### src/srq_regs.svh
`ifndef SRQ_REGS_SVH
`define SRQ_REGS_SVH
`define BIT_DATA_READY 0
`define BIT_POWER_ON 1
`define BIT_SELF_TEST 2
`define BIT_EVENT 3
`define BIT_LOW_BATT 4
`define BIT_ABNORMAL 5
`define BIT_RQS 6
`define STATUS_RESET 8'h00
`define MASK_RESET 8'h00
`define UNMASKABLE 8'h14
`define MASKABLE 8'h29
`define OFF_CTRL 5'h00
`define OFF_MASK 5'h04
`define OFF_STATUS 5'h08
`define OFF_IRQ_STAT 5'h0c
`define OFF_IRQ_MASK 5'h10
`define CMD_NONE 2'h0
`define CMD_SET_MASK 2'h1
`define CMD_MON_LOW 2'h2
`define CMD_POLL 2'h3
`endif

### src/srq_pkg.sv
package srq_pkg;
   typedef logic [7:0] byte_t;
   typedef logic [1:0] cmd_t;
endpackage

### src/srq_link_if.sv
`timescale 1ns/1ps
interface srq_link_if;
   logic cmd_valid;
   logic [1:0] cmd_code;
   logic [7:0] cmd_arg;
   logic cmd_ready;
   logic listen;
   logic service_request;
   logic poll_valid;
   logic [7:0] poll_byte;
   modport device (
      input cmd_valid, cmd_code, cmd_arg, listen,
      output cmd_ready, service_request, poll_valid, poll_byte
   );
   modport host (
      output cmd_valid, cmd_code, cmd_arg, listen,
      input cmd_ready, service_request, poll_valid, poll_byte
   );
endinterface

### src/srq_sync3.sv
`timescale 1ns/1ps
module srq_sync3 (
   input wire logic mclk,
   input wire logic reset,
   input wire logic din,
   output logic dout
);
   logic [2:0] s_q;
   logic [2:0] s_d;
   logic out_q;
   logic out_d;
   always_comb
   begin
      s_d = {s_q[1:0], din};
      out_d = (s_q[2] == s_q[1]) ? s_q[1] : out_q;
   end
   always_ff @(posedge mclk)
   begin
      if (reset)
      begin
         s_q <= 3'h7;
         out_q <= 1'b1;
      end
      else
      begin
         s_q <= s_d;
         out_q <= out_d;
      end
   end
   assign dout = out_q;
endmodule

### src/srq_device.sv
`timescale 1ns/1ps
`include "srq_regs.svh"
module srq_device (
   input wire logic mclk,
   input wire logic reset,
   srq_link_if.device link,
   input wire logic data_ready,
   input wire logic power_on_event,
   input wire logic self_test_error,
   input wire logic low_battery,
   input wire logic extended_error,
   input wire logic srq_switch_up,
   input wire logic [31:0] digital_in,
   output logic [7:0] status_view
);
   typedef enum logic [2:0] {
      IDLE = 3'b001,
      CMD = 3'b010,
      POLL = 3'b100
   } dev_state_e;
   dev_state_e state_q;
   dev_state_e state_d;
   srq_pkg::byte_t status_q;
   srq_pkg::byte_t status_d;
   srq_pkg::byte_t mask_q;
   srq_pkg::byte_t mask_d;
   logic [4:0] mon_bit_q;
   logic [4:0] mon_bit_d;
   logic mon_on_q;
   logic mon_on_d;
   logic mon_prev_q;
   logic mon_prev_d;
   logic srq_q;
   logic srq_d;
   logic ready_q;
   logic ready_d;
   logic pv_q;
   logic pv_d;
   srq_pkg::byte_t pb_q;
   srq_pkg::byte_t pb_d;
   srq_pkg::byte_t raw_prev_q;
   srq_pkg::byte_t raw_prev_d;
   logic [7:0] raw;
   logic [7:0] ev;
   logic mon_level;
   logic [31:0] din_s;

   // Digital inputs come from outside the clock domain.
   genvar g;
   generate
      for (g = 0; g < 32; g = g + 1)
      begin : gsync
         srq_sync3 srq_sync3_i (
            .mclk(mclk),
            .reset(reset),
            .din(digital_in[g]),
            .dout(din_s[g])
         );
      end
   endgenerate

   assign mon_level = din_s[mon_bit_q];

   // The mask can hide bits 0, 3 and 5 only; power-on answers to the switch alone.
   function automatic logic request_due(
      input srq_pkg::byte_t fresh,
      input srq_pkg::byte_t enables,
      input logic switch_up
   );
      begin
         request_due = ((fresh & enables & `MASKABLE) != 8'h00)
                       || ((fresh & `UNMASKABLE) != 8'h00)
                       || (fresh[`BIT_POWER_ON] && switch_up);
      end
   endfunction

   always_comb
   begin
      raw = 8'h00;
      raw[`BIT_DATA_READY] = data_ready;
      raw[`BIT_POWER_ON] = power_on_event;
      raw[`BIT_SELF_TEST] = self_test_error;
      raw[`BIT_LOW_BATT] = low_battery;
      raw[`BIT_EVENT] = mon_on_q & mon_prev_q & ~mon_level;
      raw[`BIT_ABNORMAL] = extended_error | self_test_error | low_battery;
      state_d = state_q;
      mask_d = mask_q;
      mon_bit_d = mon_bit_q;
      mon_on_d = mon_on_q;
      mon_prev_d = mon_level;
      ready_d = 1'b0;
      pv_d = 1'b0;
      pb_d = pb_q;
      raw_prev_d = raw;
      status_d = status_q | raw;
      if (extended_error | status_d[`BIT_SELF_TEST] | status_d[`BIT_LOW_BATT])
      begin
         status_d[`BIT_ABNORMAL] = 1'b1;
      end
      // A condition requests on its rising edge, so a repeat after a poll is heard again
      // even though its sticky status bit was never cleared.
      ev = raw & ~raw_prev_q;
      srq_d = srq_q;
      case (state_q)
         IDLE:
         begin
            // Valid still stands in the cycle of our ready pulse; taking it there runs it twice.
            if (link.cmd_valid && !ready_q)
            begin
               state_d = (link.cmd_code == `CMD_POLL) ? POLL : CMD;
            end
         end
         CMD:
         begin
            ready_d = 1'b1;
            state_d = IDLE;
            if (link.cmd_code == `CMD_SET_MASK)
            begin
               mask_d = link.cmd_arg & `MASKABLE;
            end
            else if (link.cmd_code == `CMD_MON_LOW)
            begin
               mon_bit_d = link.cmd_arg[4:0];
               mon_on_d = 1'b1;
            end
         end
         POLL:
         begin
            ready_d = 1'b1;
            pv_d = 1'b1;
            pb_d = status_q;
            status_d[`BIT_RQS] = 1'b0;
            srq_d = 1'b0;
            state_d = IDLE;
         end
         default:
         begin
            state_d = IDLE;
         end
      endcase
      if (request_due(ev, mask_q, srq_switch_up))
      begin
         status_d[`BIT_RQS] = 1'b1;
      end
      status_d[7] = 1'b0;
      // Request stays pending until the host has stopped addressing us.
      if (status_d[`BIT_RQS] && !link.listen)
      begin
         srq_d = 1'b1;
      end
      if (!status_d[`BIT_RQS])
      begin
         srq_d = 1'b0;
      end
   end

   always_ff @(posedge mclk)
   begin
      if (reset)
      begin
         state_q <= IDLE;
         status_q <= `STATUS_RESET;
         mask_q <= `MASK_RESET;
         mon_bit_q <= 5'h00;
         mon_on_q <= 1'b0;
         mon_prev_q <= 1'b1;
         srq_q <= 1'b0;
         ready_q <= 1'b0;
         pv_q <= 1'b0;
         pb_q <= 8'h00;
         raw_prev_q <= 8'h00;
      end
      else
      begin
         state_q <= state_d;
         status_q <= status_d;
         mask_q <= mask_d;
         mon_bit_q <= mon_bit_d;
         mon_on_q <= mon_on_d;
         mon_prev_q <= mon_prev_d;
         srq_q <= srq_d;
         ready_q <= ready_d;
         pv_q <= pv_d;
         pb_q <= pb_d;
         raw_prev_q <= raw_prev_d;
      end
   end

   assign link.cmd_ready = ready_q;
   assign link.service_request = srq_q;
   assign link.poll_valid = pv_q;
   assign link.poll_byte = pb_q;
   assign status_view = status_q;
endmodule

### src/flat_wrapper.sv
// flat-port wrapper written by rule: the top's interface ports become plain ports
module srq_device_flat 
  (mclk, reset, data_ready, power_on_event, self_test_error, low_battery, extended_error, srq_switch_up, digital_in, status_view, link_cmd_valid, link_cmd_code, link_cmd_arg, link_listen, link_cmd_ready, link_service_request, link_poll_valid, link_poll_byte);
  srq_link_if link_i ();
  input wire logic mclk;
  input wire logic reset;
  input wire logic data_ready;
  input wire logic power_on_event;
  input wire logic self_test_error;
  input wire logic low_battery;
  input wire logic extended_error;
  input wire logic srq_switch_up;
  input wire logic [31:0] digital_in;
  output logic [7:0] status_view;
  input wire logic [$bits(link_i.cmd_valid)-1:0] link_cmd_valid;
  input wire logic [$bits(link_i.cmd_code)-1:0] link_cmd_code;
  input wire logic [$bits(link_i.cmd_arg)-1:0] link_cmd_arg;
  input wire logic [$bits(link_i.listen)-1:0] link_listen;
  output wire logic [$bits(link_i.cmd_ready)-1:0] link_cmd_ready;
  output wire logic [$bits(link_i.service_request)-1:0] link_service_request;
  output wire logic [$bits(link_i.poll_valid)-1:0] link_poll_valid;
  output wire logic [$bits(link_i.poll_byte)-1:0] link_poll_byte;
  assign link_i.cmd_valid = link_cmd_valid;
  assign link_i.cmd_code = link_cmd_code;
  assign link_i.cmd_arg = link_cmd_arg;
  assign link_i.listen = link_listen;
  assign link_cmd_ready = link_i.cmd_ready;
  assign link_service_request = link_i.service_request;
  assign link_poll_valid = link_i.poll_valid;
  assign link_poll_byte = link_i.poll_byte;
  srq_device u_core (.mclk(mclk), .reset(reset), .link(link_i), .data_ready(data_ready), .power_on_event(power_on_event), .self_test_error(self_test_error), .low_battery(low_battery), .extended_error(extended_error), .srq_switch_up(srq_switch_up), .digital_in(digital_in), .status_view(status_view));
endmodule
### config.mk
export PLATFORM = sky130hd
export DESIGN_NAME = srq_device_flat
export DESIGN_NICKNAME = d
export VERILOG_FILES = /design/src/srq_pkg.sv /design/src/srq_link_if.sv /design/src/srq_sync3.sv /design/src/srq_device.sv /design/src/flat_wrapper.sv
export VERILOG_INCLUDE_DIRS = /design/src
export SDC_FILE = /design/constraint.sdc
export NUM_CORES = 1
export LEC_CHECK = 0
export ABC_AREA = 1
export BUFFER_PORTS_ARGS = -buffer_cell sky130_fd_sc_hd__clkbuf_2
export CORE_UTILIZATION = 56
export CTS_CLUSTER_DIAMETER = 150
export DETAILED_ROUTE_END_ITERATION = 16
export GPL_ROUTABILITY_DRIVEN = 0
export PLACE_DENSITY = 0.78
export REMOVE_ABC_BUFFERS = 1
export SLEW_MARGIN = 20
export SYNTH_ARGS = -nofsm -noshare
export SYNTH_HDL_FRONTEND = slang
export SYNTH_SLANG_ARGS = --single-unit
### constraint.sdc
create_clock -name mclk -period 1.85 [get_ports mclk]
set_clock_uncertainty 0.05 [all_clocks]
set_input_delay 0.185 -clock mclk [delete_from_list [all_inputs] [get_ports mclk]]
set_output_delay 0.185 -clock mclk [all_outputs]
set_load 0.005 [all_outputs]
# Yosys cells after proc, flatten, opt, wreduce, memory -nomap -nowiden
# Index checks and enable logic that the tools add are counted.
[totals]
inputBits = 52
register_bits = 164
out_inout_bits = 19
[classes]
bitwise_logic = 14
eq_ne = 38
magnitude_cmp = 1
n_reduce_logical = 15
mux = 10
[ops]
columns = ["op", "count"]
rows = [
  ["== test 1 bit", 32],
  ["nonzero test 8 bit", 2],
  ["AND 6 bit", 2],
  ["two-way mux 1 bit", 8],
  ["OR 7 x 6 -> 7 bit", 1],
  ["less-than comparator 5 x 6 -> 1 bit (second input constant)", 1],
  ["inverter 6 bit", 1],
  ["OR reduction 2 bit", 3],
  ["binary-select mux 1 bit (select 5 bit)", 1],
  ["== test 2 bit (second input constant)", 2],
  ["inverter 1 bit", 4],
  ["OR 1 bit", 4],
  ["== test 3 x 1 -> 1 bit (second input constant)", 1],
  ["== test 3 x 2 -> 1 bit (second input constant)", 1],
  ["== test 3 bit (second input constant)", 1],
  ["logical AND 1 bit", 3],
  ["two-way mux 3 bit", 1],
  ["AND reduction 3 bit", 1],
  ["AND 1 bit", 2],
  ["== test 2 x 1 -> 1 bit (second input constant)", 1],
  ["zero test 1 bit", 2],
  ["logical OR 1 bit", 2],
  ["AND reduction 2 bit", 1],
  ["nonzero test 2 bit", 1],
]

# Logic depth before layout (Yosys ltp)
[logic_depth]
ltp_word = 12
ltp_mapped = 12
depth_no_buf = 10

# By module
# Synthesis repeated with hierarchy kept, for this count alone.
[hier_totals]
hier_cells = 723
area_unflattened_um2 = 5795.6
[modules_own_cells]
columns = ["module", "area_each_um2", "cells_each", "instances"]
rows = [
  ["srq_sync3", 128.9, 15, 32],
  ["srq_device", 1671.6, 243, 1],
]

# Worst setup path after synthesis
# No wires, ideal clock.
[synth_path]
path_kind = "reg-to-reg"
startpoint = "register u_core.mon_bit_q[1]"
endpoint = "register u_core.srq_q (netlist: u_core.link.service_request)"
path_buffers = 1
setup_ns = 0.122
path_stages_with_launch = 11
arrival_time_ns = 1.152
slack_ns = 0.525
period_less_slack_ns = 1.325
path_cell_list = "dfxtp_1 buf_4 clkinv_1 nand3_1 nand3_1 nand2_1 nand2_1 nand3_1 nand2_2 nand3_2 a21oi_2"
[synth_via]
elab_chain_len = 12
[synth_lines]
columns = ["item", "line", "text"]
rows = [
  ["start: declaration", "srq_device.sv:27", "logic [4:0] mon_bit_q;"],
  ["start signal: assignment", "srq_device.sv:178", "mon_bit_q <= mon_bit_d;"],
  ["binary-select mux 1 bit (select 5 bit) *", "srq_device.sv:62", "assign mon_level = din_s[mon_bit_q];"],
  ["two-way mux 1 bit (not written as such) *", "srq_device.sv:62", ""],
  ["inverter 1 bit *", "srq_device.sv:84", "raw[`BIT_EVENT] = mon_on_q & mon_prev_q & ~mon_level;"],
  ["AND 1 bit *", "srq_device.sv:84", ""],
  ["AND 6 bit *", "srq_device.sv:102", "ev = raw & ~raw_prev_q;"],
  ["AND 6 bit *", "srq_device.sv:71", "request_due = ((fresh & enables & `MASKABLE) != 8'h00)"],
  ["nonzero test 8 bit *", "srq_device.sv:71", ""],
  ["logical OR 1 bit * (2 in series)", "srq_device.sv:71", ""],
  ["two-way mux 1 bit *", "srq_device.sv:141", "if (request_due(ev, mask_q, srq_switch_up))"],
  ["logical AND 1 bit / inverter 1 bit (equally long branches)", "n/a", ""],
  ["two-way mux 1 bit, or another cell as far along", "srq_device.sv:147", "if (status_d[`BIT_RQS] && !link.listen)"],
  ["end signal: assignment", "srq_device.sv:181", "srq_q <= srq_d;"],
  ["end: declaration", "srq_device.sv:33", "logic srq_q;"],
]
# Mark *: on every way between the ends. The rest lies on a longest branch, timed or not. The select of a mux whose other input is x is not followed.
# A chain may end at the register's enable or synchronous reset.

# Worst setup path in the final report
[layout_path]
startpoint = "register u_core.mon_bit_q[0]"
endpoint = "register u_core.status_q[6] (netlist: u_core.status_view[6])"
[layout_via]
elab_chain_len = 10
[layout_lines]
columns = ["item", "line", "text"]
rows = [
  ["binary-select mux 1 bit (select 5 bit)", "srq_device.sv:62", ""],
  ["two-way mux 1 bit (not written as such)", "srq_device.sv:62", ""],
  ["inverter 1 bit", "srq_device.sv:84", ""],
  ["AND 1 bit", "srq_device.sv:84", ""],
  ["AND 6 bit", "srq_device.sv:102", ""],
  ["AND 6 bit", "srq_device.sv:71", ""],
  ["nonzero test 8 bit", "srq_device.sv:71", ""],
  ["logical OR 1 bit (2 in series)", "srq_device.sv:71", ""],
  ["two-way mux 1 bit", "srq_device.sv:141", ""],
  ["end signal: assignment", "srq_device.sv:162", "status_q <= `STATUS_RESET;"],
  ["end signal: assignment", "srq_device.sv:176", "status_q <= status_d;"],
  ["end: declaration", "srq_device.sv:23", "srq_pkg::byte_t status_q;"],
]
# Every way passes these cells. The select of a mux whose other input is x is not followed.

==> flow_metrics.env <==
export IMPL_largest_net_degree_at_the_start_of_global_routing=112
export IMPL_clock_path_buffers=2
export IMPL_hold_viol=0
export IMPL_fp_dieArea_sq_um=9800
export IMPL_floorplan_rows=35
export IMPL_critical_path_peak_fanout=10
export IMPL_share_of_post_route_cells_with_drive_strength_above_1_pct=30.9
export IMPL_arrival_ps=1960
export IMPL_setup_total_negative_slack_ps=0
export IMPL_grt_util_all_layers_pct=21.3
export IMPL_hold_class="in2reg"
export IMPL_routed_wirelength_mm=9.52
export IMPL_timing_critical_path_required_ps=2210
export IMPL_effective_utilization_at_floorplan_pct=57.5
export IMPL_ys_warnings_count=0
export IMPL_p_int_mw=5.76
export IMPL_setup_violations=0
export IMPL_viasPerCell=4.93
export IMPL_synth_edff_count=0
export IMPL_synthDominantAreaCellType="dfxtp_1"
export IMPL_cp_end_kind="flop"
export IMPL_critical_path_most_common_cell="nand2_1"
export IMPL_power_leakage_nw=2.87
export IMPL_route_detailed_wl_per_inst_um=11.8
export IMPL_setup_worst_path_class="reg2reg"
export IMPL_syn_instance_count=560
export IMPL_largest_stage_delay_on_the_critical_path_ps=560
export IMPL_post_synthesis_mean_instance_area_sq_um=9.40
export IMPL_boundaryPins=71
export IMPL_synth_area_top_cells="dfxtp_1, or2_2, nand2_1"
export IMPL_nFillCells=615
export IMPL_ys_async_sr_fraction_pct=0
export IMPL_synth_main_ff_cell="dfxtp_1"
export IMPL_p_total_mw=7.35
export IMPL_grt_setup_unrepaired="no"
export IMPL_htree_num_levels=4
export IMPL_die_w_um=99.0
export IMPL_cts_tree="built"
export IMPL_seq_area_frac_synth_pct=62.3
export IMPL_timing_critical_path_from_type="flop"
export IMPL_cap_viol_max_count=0
export IMPL_grt_first_pass_wirelength_mm=16.4
export IMPL_hold_slack_ps=33.2
export IMPL_initial_antenna_violation_count=0
export IMPL_tightest_slew_ps=529
export IMPL_synthesis_area_sq_um=5270
export IMPL_cts_setup_buffers=0
export IMPL_port_buffers=66
export IMPL_synth_most_common_cell="dfxtp_1"
export IMPL_sw_frac_of_total_pct=21.6
export IMPL_clk_pin_slew_worst_paths_ps=60
export IMPL_p_seq_share_pct=50.2
export IMPL_detailroute_via_count=3962
export IMPL_num_cts_buffers=17
export IMPL_post_route_drc_count=0
export IMPL_dp_hpwl_mm=5.56
export IMPL_coreArea_sq_um=9150
export IMPL_postLayoutCellArea_sq_um=6770
export IMPL_antenna_left=0
export IMPL_netlist_cell_type_count=28
export IMPL_flops_latches_synth=164
export IMPL_max_slew_margin_rel_pct=64.7
export IMPL_number_of_global_route_vias_before_repair=3891
export IMPL_fin_crit_ps=1600
export IMPL_initialDrtViolationCount=124
export IMPL_max_freq_mhz=626
export IMPL_final_cycle_utilization_of_the_critical_path_pct=86.4
export IMPL_first_pass_iters=4
export IMPL_area_growth_synth_to_final_pct=28.6
export IMPL_outcome="finished clean"
export IMPL_synthTopCellsByCount="dfxtp_1, or2_2, nand2_1, o21ai_0"
export IMPL_dpl_instance_area_sq_um=5670
export IMPL_p_sw_mw=1.59
export IMPL_diodes=0
export IMPL_worstSkewPairLatency_ps=530
export IMPL_pwr_density_cell_nw_per_um2=1090
export IMPL_finish_net_count=732
export IMPL_post_synth_top_area_fraction_pct=62.3
export IMPL_worst_path_max_delay_cell="dfxtp_1"
export IMPL_clockRootBuffer="clkbuf_8"
export IMPL_cell_breakdown_of_the_critical_path="buf_4, nand2_1, nand3_1, nand3_1, nand2_1, nand2_1, nand3_1, nand2_2, nand3_2, nand2_1"
export IMPL_ir_worst_vdd_mv=0.636
export IMPL_grt_overflow_total=0
export IMPL_pwr_share_clk_pct=45.0
export IMPL_timing_final_max_slew_violations=0
export IMPL_part_of_the_total_power_dissipated_in_combinational_logic_pct=4.7
export IMPL_floorplan_die_height_um=99.0
export IMPL_clkSinkCount=164
[stage by stage]
step           util [%]  instances  worst slack [ps]
2_1_floorplan         -        537               363
3_3_place_gp       61.9        719               293
3_5_place_dp       61.9        719               277
4_1_cts            74.0        804               245
5_1_grt            74.0        804              79.1
6_report           74.0        804               251
[cell families (layout without fill, tap and decap cells)]
logic type      Yosys count  count (layout)  share of synthesized area [%]
compound gates           93              93                           9.00
flops                   164             164                           62.3
other cells               1               2                         0.0712
buf+inv                  45             177                           3.99
simple gates            257             257                           24.6
[worst paths after layout]
kind | from | endpoint | slack [ps] | cells after the start
min reg2reg | u_core.gsync[13].srq_sync3_i.s_q[0]$_SDFF_PP1_ | u_core.gsync[13].srq_sync3_i.s_q[1]$_SDFF_PP1_ | 360 | 1
min | srq_switch_up | u_core.status_view[6]$_SDFF_PP0_ | 30 | 5
max reg2reg | u_core.mon_bit_q[0]$_SDFFE_PP0P_ | u_core.status_view[6]$_SDFF_PP0_ | 250 | 10
max | u_core.mon_bit_q[0]$_SDFFE_PP0P_ | u_core.status_view[6]$_SDFF_PP0_ | 250 | 10
[critical path, delay by kind of cell (launching register included)]
family,cells,cell delay (ps)
buf+inv,1,240
flops,1,560
simple gates,9,650
[power groups by stage]
stage | registers [mW] | logic [mW] | clock network, mW
4_1_cts | 3.69 | 0.344 | 3.36
3_3_place_gp | 3.76 | 0.245 | 0
2_1_floorplan | 3.76 | 0.127 | 0
6_report | 3.69 | 0.348 | 3.31
5_1_grt | 3.70 | 0.389 | 3.53
3_5_place_dp | 3.77 | 0.254 | 0
[area by class of cell]
cell class              count  area [sq um]  area share, %
clock buffers              20           455           6.73
clock inverters            12           119           1.76
inverters                  21          83.8           1.24
multi-input cells         352          1780           26.2
flip-flops and latches    164          3280           48.5
well taps                 111           139           2.05
repair buffers            124           913           13.5
[cell usage in the layout, fill, tap and decap left out, drive strengths merged, types with 24 or more instances in the layout]
master,n
or2,96
dfxtp,164
clkbuf,85
o21ai,47
dlygate4sd3,53
nand2,84
inv,24
a21oi,43
nand3,28
nor2,42
[state kept, by name, indices dropped and copies added (netlist names), 3 cells and up]
register / count
u_core.gsync.srq_sync3_i.dout: 32
u_core.state_q: 3
u_core.status_view: 7
u_core.gsync.srq_sync3_i.s_q: 96
u_core.mask_q: 3
u_core.link.poll_byte: 7
u_core.raw_prev_q: 6
u_core.mon_bit_q: 5
[metal layers]
| layer | wire length (um) | track usage, % | part of all wire [%] |
|---|---|---|---|
| met2 | 4950 | 39.1 | 52 |
| met3 | 345 | 5.89 | 3.6 |
| met1 | 4030 | 22.8 | 42 |
| met4 | 189 | 9.64 | 2.0 |
| met5 | 0 | 0 | 0 |
[repair_timing]
item / in CTS / in global routing
hold buffers: 53 / 0
hold endpoints to repair: 65 / 0
gates resized for setup: 0 / 0
Note: power is estimated with default switching activity, not from simulation.
